File: src/include/xexec_pkg.sv
// Purpose: Shared constants and types of the extended instruction execute unit.
// Assumes: 8-bit data memory and 16-bit program words.
// Notes: Register indices are word offsets on the plain register port.
package xexec_pkg;
  // ****************************************
  // Register map and status bit positions
  // ****************************************
  localparam logic [2:0] REG_ACC = 3'h0;
  localparam logic [2:0] REG_STATUS = 3'h1;
  localparam logic [2:0] REG_TP_LOW = 3'h2;
  localparam logic [2:0] REG_TP_HIGH = 3'h3;
  localparam logic [2:0] REG_TBL_HIGH = 3'h4;
  localparam int BIT_C = 0;
  localparam int BIT_AC = 1;
  localparam int BIT_Z = 2;
  localparam int BIT_OV = 3;
  localparam int BIT_SC = 4;
  localparam int BIT_CZ = 5;
  localparam logic [7:0] ACC_RST = 8'h00;
  localparam logic [5:0] STATUS_RST = 6'h00;
  localparam logic [7:0] TP_RST = 8'h00;
  localparam logic [7:0] LAST_PAGE = 8'hFF;
  localparam logic [7:0] ALL_ONES = 8'hFF;
  // ****************************************
  // Cycle counts
  // ****************************************
  localparam int SKIP_CYCLES = 3;
  localparam int PLAIN_CYCLES = 2;
  // ****************************************
  // Operation codes and states
  // ****************************************
  typedef enum logic [4:0] {
    OP_SUB_BORROW_TO_ACC = 5'h00, OP_SUB_BORROW_TO_MEM = 5'h01,
    OP_DEC_SKIP_ZERO = 5'h02, OP_DEC_SKIP_ZERO_ACC = 5'h03,
    OP_SET_BYTE = 5'h04, OP_SET_BIT = 5'h05,
    OP_INC_SKIP_ZERO = 5'h06, OP_INC_SKIP_ZERO_ACC = 5'h07,
    OP_SKIP_IF_BIT_SET = 5'h08, OP_SKIP_IF_NONZERO = 5'h09,
    OP_SUBTRACT_TO_ACC = 5'h0A, OP_SUBTRACT_TO_MEM = 5'h0B,
    OP_NIBBLE_EXCHANGE = 5'h0C, OP_NIBBLE_EXCHANGE_ACC = 5'h0D,
    OP_SKIP_IF_ZERO = 5'h0E, OP_SKIP_ZERO_WITH_MOVE = 5'h0F,
    OP_SKIP_IF_BIT_CLEAR = 5'h10, OP_PAGED_TABLE_READ = 5'h11,
    OP_LAST_PAGE_TABLE_READ = 5'h12, OP_INCR_PAGED_TABLE_READ = 5'h13,
    OP_INCR_LAST_PAGE_TABLE_READ = 5'h14, OP_EXCLUSIVE_OR_TO_ACC = 5'h15,
    OP_EXCLUSIVE_OR_TO_MEM = 5'h16
  } op_t;
  typedef enum logic [4:0] {
    ST_IDLE = 5'h01, ST_TBL = 5'h02, ST_TCAP = 5'h04, ST_DONE = 5'h08, ST_DUMMY = 5'h10
  } state_t;
endpackage

File: src/rtl/xexec_unit.sv
// Purpose: Executes the extended subtract, skip, set, swap, table read and XOR operations.
// Assumes: The core presents the operand byte beside the one-cycle start strobe.
// Notes: Results reach data memory in the DONE cycle; a skip adds one dummy cycle.
//
// How it works
// - Borrow subtract to accumulator: acc minus operand minus inverted carry; carry set if non-negative.
// - Borrow subtract to memory: same arithmetic, result written back to the memory byte.
// - All subtract forms update signed wrap, zero, half borrow, carry, sign and chained zero.
// - Decrement skip: byte minus one written back, skip when zero, flags kept.
// - Accumulator decrement skip: operand minus one into accumulator, memory kept, skip when zero.
// - A taken skip costs three cycles because a dummy cycle is inserted.
// - Set byte writes all ones and keeps every flag.
// - Set bit forces only the chosen bit to one, flags kept.
// - Increment skip: byte plus one written back, skip on wrap to zero, flags kept.
// - Accumulator increment skip: operand plus one into accumulator, skip when zero.
// - Skip when the chosen bit is one, else continue.
// - Nonzero test rewrites the byte unchanged and skips when it is not zero.
// - Plain subtract without borrow to either destination, carry set if non-negative.
// - Nibble exchange swaps halves; accumulator form leaves memory untouched.
// - Zero test rewrites the byte unchanged and skips when it is zero.
// - Move and skip copies the byte to the accumulator, skips when zero, flags kept.
// - Skip when the chosen bit is zero, else continue.
// - Paged table read splits the word at both pointers into memory and high latch.
// - Last page table read uses the top page and the low pointer only.
// - Incrementing paged read bumps the low pointer before the paged read.
// - Incrementing last page read bumps the low pointer before the last page read.
// - XOR to either destination updates only the zero flag.
//
// The strobed register port and the register offsets were left to the implementer.
`timescale 1ns/1ps
module xexec_unit #(
  parameter int DM_AW = 8
) (
  input wire logic I_CLK,
  input wire logic I_SYS_RST,
  input wire logic I_START,
  input wire logic [4:0] I_OP,
  input wire logic [DM_AW-1:0] I_DM_ADDR,
  input wire logic [2:0] I_BIT,
  input wire logic [7:0] I_DM_RDATA,
  output logic O_BUSY,
  output logic O_DM_WR,
  output logic [DM_AW-1:0] O_DM_ADDR,
  output logic [7:0] O_DM_WDATA,
  output logic O_PM_RD,
  output logic [15:0] O_PM_ADDR,
  input wire logic [15:0] I_PM_RDATA,
  output logic O_SKIP,
  output logic [7:0] O_ACC,
  output logic [5:0] O_STATUS,
  input wire logic [2:0] I_REG_ADDR,
  input wire logic [7:0] I_REG_WDATA,
  input wire logic I_REG_WR,
  input wire logic I_REG_RD,
  output logic [7:0] O_REG_RDATA
);
  // ****************************************
  // Helper functions
  // ****************************************
  // Reports an all-zero byte.
  function automatic logic is_zero(input logic [7:0] v);
    is_zero = (v == 8'h00);
  endfunction

  // Reports the subtract forms that take the inverted carry as a borrow.
  function automatic logic is_borrow_op(input logic [4:0] op);
    is_borrow_op = (op == xexec_pkg::OP_SUB_BORROW_TO_ACC) ||
                   (op == xexec_pkg::OP_SUB_BORROW_TO_MEM);
  endfunction

  // ****************************************
  // State
  // ****************************************
  xexec_pkg::state_t state_ff, nxt_state;
  logic [7:0] acc_ff, nxt_acc;
  logic [5:0] stat_ff, nxt_stat;
  logic [7:0] tpl_ff, nxt_tpl;
  logic [7:0] tph_ff, nxt_tph;
  logic [7:0] table_high_latch_ff, nxt_table_high_latch;
  logic [7:0] wdata_ff, nxt_wdata;
  logic [DM_AW-1:0] addr_ff, nxt_addr;
  logic wr_ff, nxt_wr;
  logic skip_ff, nxt_skip;
  logic last_ff, nxt_last;
  logic [7:0] rdata_ff, nxt_rdata;
  logic [8:0] diff;
  logic [4:0] half;
  logic bin;
  logic [7:0] opd;
  logic [7:0] r;

  // Subtractor shared by all subtract forms; bin is the borrow from an inverted carry.
  always_comb
  begin
    opd = I_DM_RDATA;
    bin = is_borrow_op(I_OP) ? ~stat_ff[xexec_pkg::BIT_C] : 1'b0;
    diff = {1'b0, acc_ff} - {1'b0, opd} - {8'h00, bin};
    half = {1'b0, acc_ff[3:0]} - {1'b0, opd[3:0]} - {4'h0, bin};
  end

  // Next-value logic: register port first, so an executing operation wins a clash.
  always_comb
  begin
    nxt_state = state_ff;
    nxt_acc = acc_ff;
    nxt_stat = stat_ff;
    nxt_tpl = tpl_ff;
    nxt_tph = tph_ff;
    nxt_table_high_latch = table_high_latch_ff;
    nxt_wdata = wdata_ff;
    nxt_addr = addr_ff;
    nxt_wr = wr_ff;
    nxt_skip = skip_ff;
    nxt_last = last_ff;
    nxt_rdata = 8'h00;
    r = diff[7:0];
    if (I_REG_RD)
    begin
      case (I_REG_ADDR)
        xexec_pkg::REG_ACC: nxt_rdata = acc_ff;
        xexec_pkg::REG_STATUS: nxt_rdata = {2'b00, stat_ff};
        xexec_pkg::REG_TP_LOW: nxt_rdata = tpl_ff;
        xexec_pkg::REG_TP_HIGH: nxt_rdata = tph_ff;
        xexec_pkg::REG_TBL_HIGH: nxt_rdata = table_high_latch_ff;
        default: nxt_rdata = 8'h00;
      endcase
    end
    if (I_REG_WR)
    begin
      case (I_REG_ADDR)
        xexec_pkg::REG_ACC: nxt_acc = I_REG_WDATA;
        xexec_pkg::REG_STATUS: nxt_stat = I_REG_WDATA[5:0];
        xexec_pkg::REG_TP_LOW: nxt_tpl = I_REG_WDATA;
        xexec_pkg::REG_TP_HIGH: nxt_tph = I_REG_WDATA;
        xexec_pkg::REG_TBL_HIGH: nxt_table_high_latch = I_REG_WDATA;
        default: nxt_acc = acc_ff;
      endcase
    end
    case (state_ff)
      xexec_pkg::ST_IDLE:
      begin
        if (I_START)
        begin
          nxt_addr = I_DM_ADDR;
          nxt_wr = 1'b0;
          nxt_skip = 1'b0;
          nxt_state = xexec_pkg::ST_DONE;
          case (I_OP)
            xexec_pkg::OP_SUB_BORROW_TO_ACC, xexec_pkg::OP_SUB_BORROW_TO_MEM,
            xexec_pkg::OP_SUBTRACT_TO_ACC, xexec_pkg::OP_SUBTRACT_TO_MEM:
            begin
              r = diff[7:0];
              nxt_stat[xexec_pkg::BIT_C] = ~diff[8];
              nxt_stat[xexec_pkg::BIT_AC] = ~half[4];
              nxt_stat[xexec_pkg::BIT_Z] = is_zero(r);
              nxt_stat[xexec_pkg::BIT_OV] = (acc_ff[7] ^ opd[7]) & (r[7] ^ acc_ff[7]);
              nxt_stat[xexec_pkg::BIT_SC] = (acc_ff[7] ^ opd[7]) & (r[7] ^ acc_ff[7]) ^ r[7];
              nxt_stat[xexec_pkg::BIT_CZ] = is_borrow_op(I_OP) ?
                (is_zero(r) & stat_ff[xexec_pkg::BIT_CZ]) : is_zero(r);
              if (I_OP == xexec_pkg::OP_SUB_BORROW_TO_MEM || I_OP == xexec_pkg::OP_SUBTRACT_TO_MEM)
              begin
                nxt_wdata = r;
                nxt_wr = 1'b1;
              end
              else
                nxt_acc = r;
            end
            xexec_pkg::OP_DEC_SKIP_ZERO, xexec_pkg::OP_DEC_SKIP_ZERO_ACC:
            begin
              r = opd - 8'h01;
              nxt_skip = is_zero(r);
              nxt_wr = (I_OP == xexec_pkg::OP_DEC_SKIP_ZERO);
              nxt_wdata = r;
              if (I_OP == xexec_pkg::OP_DEC_SKIP_ZERO_ACC)
                nxt_acc = r;
            end
            xexec_pkg::OP_INC_SKIP_ZERO, xexec_pkg::OP_INC_SKIP_ZERO_ACC:
            begin
              r = opd + 8'h01;
              nxt_skip = is_zero(r);
              nxt_wr = (I_OP == xexec_pkg::OP_INC_SKIP_ZERO);
              nxt_wdata = r;
              if (I_OP == xexec_pkg::OP_INC_SKIP_ZERO_ACC)
                nxt_acc = r;
            end
            xexec_pkg::OP_SET_BYTE:
            begin
              nxt_wdata = xexec_pkg::ALL_ONES;
              nxt_wr = 1'b1;
            end
            xexec_pkg::OP_SET_BIT:
            begin
              nxt_wdata = opd | (8'h01 << I_BIT);
              nxt_wr = 1'b1;
            end
            xexec_pkg::OP_SKIP_IF_BIT_SET: nxt_skip = opd[I_BIT];
            xexec_pkg::OP_SKIP_IF_BIT_CLEAR: nxt_skip = ~opd[I_BIT];
            xexec_pkg::OP_SKIP_IF_NONZERO, xexec_pkg::OP_SKIP_IF_ZERO:
            begin
              nxt_wdata = opd;
              nxt_wr = 1'b1;
              nxt_skip = (I_OP == xexec_pkg::OP_SKIP_IF_ZERO) ? is_zero(opd) : ~is_zero(opd);
            end
            xexec_pkg::OP_SKIP_ZERO_WITH_MOVE:
            begin
              nxt_acc = opd;
              nxt_skip = is_zero(opd);
            end
            xexec_pkg::OP_NIBBLE_EXCHANGE:
            begin
              nxt_wdata = {opd[3:0], opd[7:4]};
              nxt_wr = 1'b1;
            end
            xexec_pkg::OP_NIBBLE_EXCHANGE_ACC: nxt_acc = {opd[3:0], opd[7:4]};
            xexec_pkg::OP_EXCLUSIVE_OR_TO_ACC, xexec_pkg::OP_EXCLUSIVE_OR_TO_MEM:
            begin
              r = acc_ff ^ opd;
              nxt_stat[xexec_pkg::BIT_Z] = is_zero(r);
              nxt_wdata = r;
              nxt_wr = (I_OP == xexec_pkg::OP_EXCLUSIVE_OR_TO_MEM);
              if (I_OP == xexec_pkg::OP_EXCLUSIVE_OR_TO_ACC)
                nxt_acc = r;
            end
            xexec_pkg::OP_PAGED_TABLE_READ, xexec_pkg::OP_LAST_PAGE_TABLE_READ,
            xexec_pkg::OP_INCR_PAGED_TABLE_READ, xexec_pkg::OP_INCR_LAST_PAGE_TABLE_READ:
            begin
              nxt_last = (I_OP == xexec_pkg::OP_LAST_PAGE_TABLE_READ) ||
                         (I_OP == xexec_pkg::OP_INCR_LAST_PAGE_TABLE_READ);
              if (I_OP == xexec_pkg::OP_INCR_PAGED_TABLE_READ ||
                  I_OP == xexec_pkg::OP_INCR_LAST_PAGE_TABLE_READ)
                nxt_tpl = tpl_ff + 8'h01;
              nxt_state = xexec_pkg::ST_TBL;
            end
            default: nxt_state = xexec_pkg::ST_DONE;
          endcase
        end
      end
      xexec_pkg::ST_TBL: nxt_state = xexec_pkg::ST_TCAP;
      xexec_pkg::ST_TCAP:
      begin
        nxt_wdata = I_PM_RDATA[7:0];
        nxt_table_high_latch = I_PM_RDATA[15:8];
        nxt_wr = 1'b1;
        nxt_state = xexec_pkg::ST_DONE;
      end
      xexec_pkg::ST_DONE: nxt_state = skip_ff ? xexec_pkg::ST_DUMMY : xexec_pkg::ST_IDLE;
      xexec_pkg::ST_DUMMY: nxt_state = xexec_pkg::ST_IDLE;
      default: nxt_state = xexec_pkg::ST_IDLE;
    endcase
  end

  // Registers every state element.
  always_ff @(posedge I_CLK or posedge I_SYS_RST)
  begin
    if (I_SYS_RST)
    begin
      state_ff <= xexec_pkg::ST_IDLE;
      acc_ff <= xexec_pkg::ACC_RST;
      stat_ff <= xexec_pkg::STATUS_RST;
      tpl_ff <= xexec_pkg::TP_RST;
      tph_ff <= xexec_pkg::TP_RST;
      table_high_latch_ff <= xexec_pkg::TP_RST;
      wdata_ff <= 8'h00;
      addr_ff <= '0;
      wr_ff <= 1'b0;
      skip_ff <= 1'b0;
      last_ff <= 1'b0;
      rdata_ff <= 8'h00;
    end
    else
    begin
      state_ff <= nxt_state;
      acc_ff <= nxt_acc;
      stat_ff <= nxt_stat;
      tpl_ff <= nxt_tpl;
      tph_ff <= nxt_tph;
      table_high_latch_ff <= nxt_table_high_latch;
      wdata_ff <= nxt_wdata;
      addr_ff <= nxt_addr;
      wr_ff <= nxt_wr;
      skip_ff <= nxt_skip;
      last_ff <= nxt_last;
      rdata_ff <= nxt_rdata;
    end
  end

  // Output drive; strobes decode the state, data come from flops.
  assign O_BUSY = (state_ff != xexec_pkg::ST_IDLE);
  assign O_DM_WR = (state_ff == xexec_pkg::ST_DONE) && wr_ff;
  assign O_SKIP = (state_ff == xexec_pkg::ST_DONE) && skip_ff;
  assign O_DM_ADDR = addr_ff;
  assign O_DM_WDATA = wdata_ff;
  assign O_PM_RD = (state_ff == xexec_pkg::ST_TBL);
  assign O_PM_ADDR = {last_ff ? xexec_pkg::LAST_PAGE : tph_ff, tpl_ff};
  assign O_ACC = acc_ff;
  assign O_STATUS = stat_ff;
  assign O_REG_RDATA = rdata_ff;

  // ****************************************
  // Assertions
  // ****************************************
  property p_set_byte;
    @(posedge I_CLK) disable iff (I_SYS_RST)
    (state_ff == xexec_pkg::ST_IDLE && I_START && I_OP == xexec_pkg::OP_SET_BYTE && !I_REG_WR)
    |=> O_DM_WR && O_DM_WDATA == 8'hFF && $stable(O_STATUS);
  endproperty
  a_set_byte: assert property (p_set_byte) else $error("Set byte wrong.");

  property p_skip_len;
    @(posedge I_CLK) disable iff (I_SYS_RST)
    O_SKIP |=> (state_ff == xexec_pkg::ST_DUMMY) ##1 !O_BUSY;
  endproperty
  a_skip_len: assert property (p_skip_len) else $error("Skip length wrong.");

  property p_sub_carry;
    @(posedge I_CLK) disable iff (I_SYS_RST)
    (state_ff == xexec_pkg::ST_IDLE && I_START && I_OP == xexec_pkg::OP_SUBTRACT_TO_ACC && !I_REG_WR)
    |=> O_STATUS[xexec_pkg::BIT_C] == ($past(acc_ff) >= $past(I_DM_RDATA));
  endproperty
  a_sub_carry: assert property (p_sub_carry) else $error("Subtract carry wrong.");

  property p_sbc_acc;
    @(posedge I_CLK) disable iff (I_SYS_RST)
    (state_ff == xexec_pkg::ST_IDLE && I_START && I_OP == xexec_pkg::OP_SUB_BORROW_TO_ACC)
    |=> O_ACC == 8'($past(acc_ff) - $past(I_DM_RDATA) - {7'h00, ~$past(stat_ff[0])});
  endproperty
  a_sbc_acc: assert property (p_sbc_acc) else $error("Borrow subtract wrong.");

  property p_dec_skip;
    @(posedge I_CLK) disable iff (I_SYS_RST)
    (state_ff == xexec_pkg::ST_IDLE && I_START && I_OP == xexec_pkg::OP_DEC_SKIP_ZERO)
    |=> O_DM_WR && O_SKIP == ($past(I_DM_RDATA) == 8'h01) && $stable(O_STATUS);
  endproperty
  a_dec_skip: assert property (p_dec_skip) else $error("Decrement skip wrong.");

  property p_inc_acc;
    @(posedge I_CLK) disable iff (I_SYS_RST)
    (state_ff == xexec_pkg::ST_IDLE && I_START && I_OP == xexec_pkg::OP_INC_SKIP_ZERO_ACC)
    |=> !O_DM_WR && O_ACC == 8'($past(I_DM_RDATA) + 8'h01) && O_SKIP == (O_ACC == 8'h00);
  endproperty
  a_inc_acc: assert property (p_inc_acc) else $error("Increment skip wrong.");

  property p_tbl_split;
    @(posedge I_CLK) disable iff (I_SYS_RST)
    O_PM_RD |=> ##1 O_DM_WR && O_DM_WDATA == $past(I_PM_RDATA[7:0], 1);
  endproperty
  a_tbl_split: assert property (p_tbl_split) else $error("Table read split wrong.");

  property p_last_page;
    @(posedge I_CLK) disable iff (I_SYS_RST)
    (state_ff == xexec_pkg::ST_IDLE && I_START && I_OP == xexec_pkg::OP_INCR_LAST_PAGE_TABLE_READ
     && !I_REG_WR) |=> O_PM_RD && O_PM_ADDR == {8'hFF, 8'($past(tpl_ff) + 8'h01)};
  endproperty
  a_last_page: assert property (p_last_page) else $error("Last page address wrong.");

  property p_xor_zero;
    @(posedge I_CLK) disable iff (I_SYS_RST)
    (state_ff == xexec_pkg::ST_IDLE && I_START && I_OP == xexec_pkg::OP_EXCLUSIVE_OR_TO_MEM)
    |=> O_STATUS[2] == (O_DM_WDATA == 8'h00) && O_STATUS[1:0] == $past(stat_ff[1:0])
        && O_DM_WDATA == ($past(acc_ff) ^ $past(I_DM_RDATA));
  endproperty
  a_xor_zero: assert property (p_xor_zero) else $error("XOR zero flag wrong.");
endmodule

File: config.mk
export PLATFORM = sky130hd
export DESIGN_NAME = xexec_unit
export DESIGN_NICKNAME = d
export VERILOG_FILES = /design/src/include/xexec_pkg.sv /design/src/rtl/xexec_unit.sv
export SDC_FILE = /design/constraint.sdc
export NUM_CORES = 1
export LEC_CHECK = 0
export CAP_MARGIN = 10
export CORE_MARGIN = 2
export CORE_UTILIZATION = 35
export CTS_CLUSTER_DIAMETER = 50
export CTS_CLUSTER_SIZE = 8
export DETAILED_ROUTE_END_ITERATION = 16
export DONT_BUFFER_PORTS = 1
export GPL_TIMING_DRIVEN = 0
export REMOVE_ABC_BUFFERS = 1
export SYNTH_ARGS = -nofsm -noshare
export SYNTH_HDL_FRONTEND = slang
export SYNTH_SLANG_ARGS = --single-unit
File: constraint.sdc
create_clock -name I_CLK -period 9.3 [get_ports I_CLK]
set_input_delay 0.93 -clock I_CLK [delete_from_list [all_inputs] [get_ports I_CLK]]
set_output_delay 0.93 -clock I_CLK [all_outputs]
set_load 0.05 [all_outputs]
**Word level (Yosys, flattened, before mapping)**

Index checks and enable logic that the tools add are counted.

- Output and inout port bits: 58
- Word-level logic and storage cells: 142
- Register bits after elaboration: 70
- Input bits: 56

- Mux-type cells: 46
- $lt $le $gt $ge: 1
- Add/subtract/negate cells: 7
- Eq/ne operators: 34
- Reductions and logical operators: 29
- Bitwise operators: 12
- Shift operators: 1

Operator list:

| cell | count |
|---|---|
| 8-bit 2-to-1 mux | 21 |
| 8-bit one-hot mux with 8 select lines | 1 |
| 8-bit one-hot mux with 6 select lines | 1 |
| 5-bit by 4-bit == test with 1-bit output, second input constant | 9 |
| 8-bit logical NOT | 5 |
| 8-bit one-hot mux with 5 select lines | 1 |
| 5-bit == test, second input constant | 7 |
| 5-bit by 3-bit == test with 1-bit output, second input constant | 5 |
| 6-bit 2-to-1 mux | 4 |
| 5-bit one-hot mux with 4 select lines | 1 |
| 8-bit by 1-bit adder with 8-bit output, second input constant | 2 |
| 8-bit one-hot mux with 2 select lines | 1 |
| 5-bit by 2-bit == test with 1-bit output, second input constant | 3 |
| 5-bit by 1-bit == test with 1-bit output, second input constant | 2 |
| 5-bit 2-to-1 mux | 2 |
| 9-bit by 1-bit inequality test with 1-bit output, second input constant | 1 |
| 8-bit by 8-bit subtractor with 9-bit output | 1 |
| 9-bit by 1-bit subtractor with 9-bit output | 1 |
| 8-bit OR | 1 |
| 2-bit AND reduction | 4 |
| 2-bit OR reduction | 4 |
| 4-bit OR reduction | 2 |
| 1-bit by 3-bit left shift with 8-bit output, first input constant | 1 |
| 8-bit by 1-bit subtractor with 8-bit output, second input constant | 1 |
| other kinds (29) | 49 |

**Depth between registers and ports, before layout**

- Depth in word-level cells: 10
- Gate-level depth with buffers: 14
- Gate-level depth less buffers: 12

**Least setup slack after synthesis**

Ideal clock, no wire load.

- Path kind: in2reg
- Start point: input I_OP[2]
- End point: register stat_ff[5], in the netlist O_STATUS[5]
- Data arrival time: 3.918 ns
- Stages on the path: 13
- Setup time: 0.126 ns
- Required time: 9.174 ns
- Buffers on the path: 2
- Setup slack: 5.256 ns
- Cell sequence: buf_4 > buf_4 > nor2_1 > nand3_1 > or2_2 > fa_1 > fa_1 > nand2b_2 > a2111oi_2 > nor2_1 > xnor2_2 > nor4_2 > a221o_1

- Word-level cells in the longest chain between the ends: 10
- Elaborated cells on any way between the ends: 14
- Those cells by class: add/sub: 1; eq/ne: 3; mux: 5; bitwise: 1; reduce/logical: 4

RTL lines:

| item | line | source |
|---|---|---|
| start, declared | xexec_unit.sv:37 | `input wire logic [4:0] I_OP,` |
| 5-bit by 1-bit == test with 1-bit output or 5-bit logical NOT (tied branches) | xexec_unit.sv:68, xexec_unit.sv:148, xexec_unit.sv:67 |  |
| 1-bit logical OR | xexec_unit.sv:67 | `is_borrow_op = (op == xexec_pkg::OP_SUB_BORROW_TO_ACC) \|\|` |
| 1-bit 2-to-1 mux | xexec_unit.sv:96 | `bin = is_borrow_op(I_OP) ? ~stat_ff[xexec_pkg::BIT_C] : 1'b0;` |
| 9-bit by 1-bit subtractor with 9-bit output | xexec_unit.sv:97 | `diff = {1'b0, acc_ff} - {1'b0, opd} - {8'h00, bin};` |
| 8-bit logical NOT | xexec_unit.sv:62 | `is_zero = (v == 8'h00);` |
| 1-bit bitwise AND | xexec_unit.sv:159 | `(is_zero(r) & stat_ff[xexec_pkg::BIT_CZ]) : is_zero(r);` |
| 1-bit 2-to-1 mux | xexec_unit.sv:158 | `nxt_stat[xexec_pkg::BIT_CZ] = is_borrow_op(I_OP) ?` |
| 3-bit 2-to-1 mux (*) | xexec_unit.sv:148 | `case (I_OP)` |
| 6-bit 2-to-1 mux (*) | xexec_unit.sv:142 | `if (I_START)` |
| 6-bit 2-to-1 mux (*) | xexec_unit.sv:139 | `case (state_ff)` |
| named net nxt_stat[5] | xexec_unit.sv:76 | `logic [5:0] stat_ff, nxt_stat;` |
| end signal, assigned | xexec_unit.sv:259 | `stat_ff <= xexec_pkg::STATUS_RST;` |
| end signal, assigned | xexec_unit.sv:274 | `stat_ff <= nxt_stat;` |
| end, declared | xexec_unit.sv:76 |  |

Mark *: on every way through the listed nets, which the timed path passes. The rest lies on a longest branch.
A chain may end at the register's enable or synchronous reset.

**Worst setup path after layout**

- Start point: input I_OP[3]
- End point: register stat_ff[5], in the netlist O_STATUS[5]

The elaborated chain is that of the path after synthesis.

==> results.toml <==
[power]
leakage_nw = 2.475
p_int_mw = 0.8736
power_density_mw_per_mm2 = 288.9
seq_power_share = 0.424
vdd_drop_max_mv = 0.1178
swShare = 0.5112
power.combinational.fraction = 0.363
switchingPower_mw = 0.9137
clockPowerShare = 0.212

[drt]
ant_nets = 0
totalWireLength_mm = 19.59
drt_iter0_drc = 617
vias_per_cell = 6.171
drtPass1Iterations = 5
wl_per_cell_um = 22.33
vias = 5412
drc = 0

[critical_path]
r2r_cells = 9
crit_path_max_fanout = 33
start_kind = "primary input"
critPathKind = "primary input to flip-flop"
crit_required_ns = 9.52
crit_arrival_ns = 4.27
end_kind = "flip-flop"

[grt]
grt_pass1_vias = 5108
track_usage = 0.2213
antenna_found_initial = 0
grt_overflow = 0
grt_max_degree = 71
grt_pass1_wl_mm = 30.30

[clocking]
cts_tree = "built"
clock_path_buffers = 2
cts_setup_buffers = 0
hold_buffers = 0
clock-root-buffer = "clkbuf_16"
cts_resized = 0
cts.sinks = 70
cts_max_level = 3
clk_pin_slew_ns = 0.06
insertion_delay_ns = 0.35
numCtsBuffers = 9

[hold_path]
whs_path_depth = 2
hold_path_class = "flip-flop to flip-flop"

[run]
maxCapViolations = 0

[synth]
ys_seq_area_frac = 0.3032
ys.warnings.count = 0
ys.flop_type = "dfrtp_1"
synth_area_mm2 = 0.005782
synth.avg_cell_area_um2 = 8.392
synth-seq-cells = 70
ys_async_sr_fraction = 1.000
synth_cells = 689
synth_edf_count = 0
synth.distinct_cells = 88

[outcome]
status = "finished clean"

[placed_design]
dpl-instance-area_mm2 = 0.005863
port_buffers = 0
gp_congestion = 0.9588
post-dp-hpwl_mm = 14.38

[floorplan]
num_rows = 46
initial_core_util = 0.3614
die_area_mm2 = 0.01756
fp.coreArea_mm2 = 0.01600
dieWidth_um = 132.5
boundaryPins = 114
die-height_um = 132.5

[layout]
nFillCells = 1677
nets = 734
syn_to_final_growth_pct = 6.990
drive_gt1_frac = 0.1059
stdcell_area_mm2 = 0.006186
antennaDiodeCount = 0

[timing]
fin_crit_sh = 0.4348
rsz0062_at_grt = "no"
fin_tns_setup_ns = 0
timing.final.hold_violations = 0
skew_ns = 0.009862
setup_viol = 0
fin_crit_ns = 4.043
report.final.slew_viol_count = 0
slew_headroom = 0.1801
timing.fmax_mhz = 247.3
worstMarginPinSlew_ns = 1.227
-- per-stage QoR --
stage	setup WS, ns	hold slack (ns)	power [mW]	std cells	util
final	5.257	0.4823	1.787	877	0.3866
after global routing	5.115	0.5162	1.884	877	0.3866
after CTS	5.294	0.4842	1.794	877	0.3866
after detailed placement	4.961	0.4714	1.407	861	0.3664
after global placement	5.047	0.4631	1.387	860	0.3654
after floorplan	5.547	0.4496	1.215	644	-
-- final cells by class --
type / instances / area, µm² / area share
Timing Repair Buffer: 1 / 7.507 / 0.001214
Tap cell: 216 / 270.3 / 0.04369
Sequential cell: 70 / 1753 / 0.2834
Clock buffer: 10 / 229.0 / 0.03701
Inverter: 29 / 111.4 / 0.01800
Clock inverter: 6 / 93.84 / 0.01517
Multi-Input combinational cell: 545 / 3721 / 0.6015
-- cells in the mapped netlist, types with 18 or more instances --
cell / count / area, µm²
a21oi_1: 33 / 165.2
a22oi_1: 18 / 135.1
clkbuf_1: 24 / 90.09
dfrtp_1: 69 / 1727
ha_1: 20 / 250.2
inv_1: 29 / 108.9
mux2i_1: 19 / 190.2
nand2_1: 66 / 247.7
nand3_1: 23 / 115.1
nor2_1: 63 / 236.5
nor2b_1: 18 / 112.6
o21ai_0: 42 / 210.2
-- cells in the final DEF (no fill, tap or decap), drive strengths merged, types with 11 or more instances in the layout --
cell	Yosys	routed
o22ai	17	17
and2	12	12
nand3	23	23
nor2b	18	18
mux2i	19	19
a21oi	35	35
o21ai	45	45
nor2	65	65
nand2	67	67
xor2	12	12
dfrtp	69	69
inv	29	30
ha	20	20
a22oi	18	18
nor3	14	14
xnor2	11	11
mux2	15	15
-- cell families (layout without fill, tap and decap cells) --
family / Yosys count / after routing / share of synthesized area
AO/OA/AOI/OAI: 203 / 203 / 0.2463
XOR/XNOR: 23 / 23 / 0.03874
adder cells (fa/ha/maj): 22 / 22 / 0.05021
buffers and inverters: 74 / 46 / 0.05432
flip-flops: 70 / 70 / 0.3032
multiplexers: 36 / 36 / 0.06990
AND/OR/NAND/NOR: 261 / 261 / 0.2374
-- per-layer routing --
layer | wire [µm] | part of all wire | GRT usage | vias up
met2 | 8930 | 0.46 | 0.3405 | 257
met5 | 0 | 0 | 0 | -
met1 | 8638 | 0.44 | 0.3048 | 2653
met4 | 222 | 0.011 | 0.05257 | 0
met3 | 1795 | 0.092 | 0.06743 | 21
li1 | - | - | - | 2481
-- critical path, stage by stage --
cell and delay [ns]:
nor2_1 0.21, nand3_1 0.23, or2_2 0.36, fa_1 0.42, fa_1 0.41, nand2b_2 0.23, a2111oi_2 0.44, nor2_1 0.14
xnor2_2 0.40, nor4_2 0.13, a221o_1 0.38
-- path summary, 6_finish.rpt --
check | start | to | slack (ns)
max | I_OP[3] | O_STATUS[5] | 5.26
min | table_high_latch_ff[5] | table_high_latch_ff[5] | 0.48
max reg2reg | O_STATUS[0] | O_STATUS[5] | 5.63
min reg2reg | table_high_latch_ff[5] | table_high_latch_ff[5] | 0.48
max in group asynchronous | I_SYS_RST | O_DM_WDATA[2] | 8.06
min in group asynchronous | I_SYS_RST | tph_ff[7] | 0.66
-- state kept, by name, summed over array words and instances, names as in the netlist --
signal	cells
O_ACC	8
O_DM_ADDR	8
O_DM_WDATA	8
O_REG_RDATA	8
table_high_latch_ff	8
tph_ff	8
tpl_ff	8
O_STATUS	6
state_ff	5
last_ff	1
skip_ff	1
wr_ff	1
-- power groups by stage --
stage / clock network, mW / logic (mW) / registers, mW
after floorplan: 0 / 0.491 / 0.724
after global placement: 0 / 0.626 / 0.762
after detailed placement: 0 / 0.641 / 0.766
after CTS: 0.388 / 0.646 / 0.760
after global routing: 0.400 / 0.712 / 0.772
final: 0.380 / 0.649 / 0.758
(Power assumes the default switching activity.)
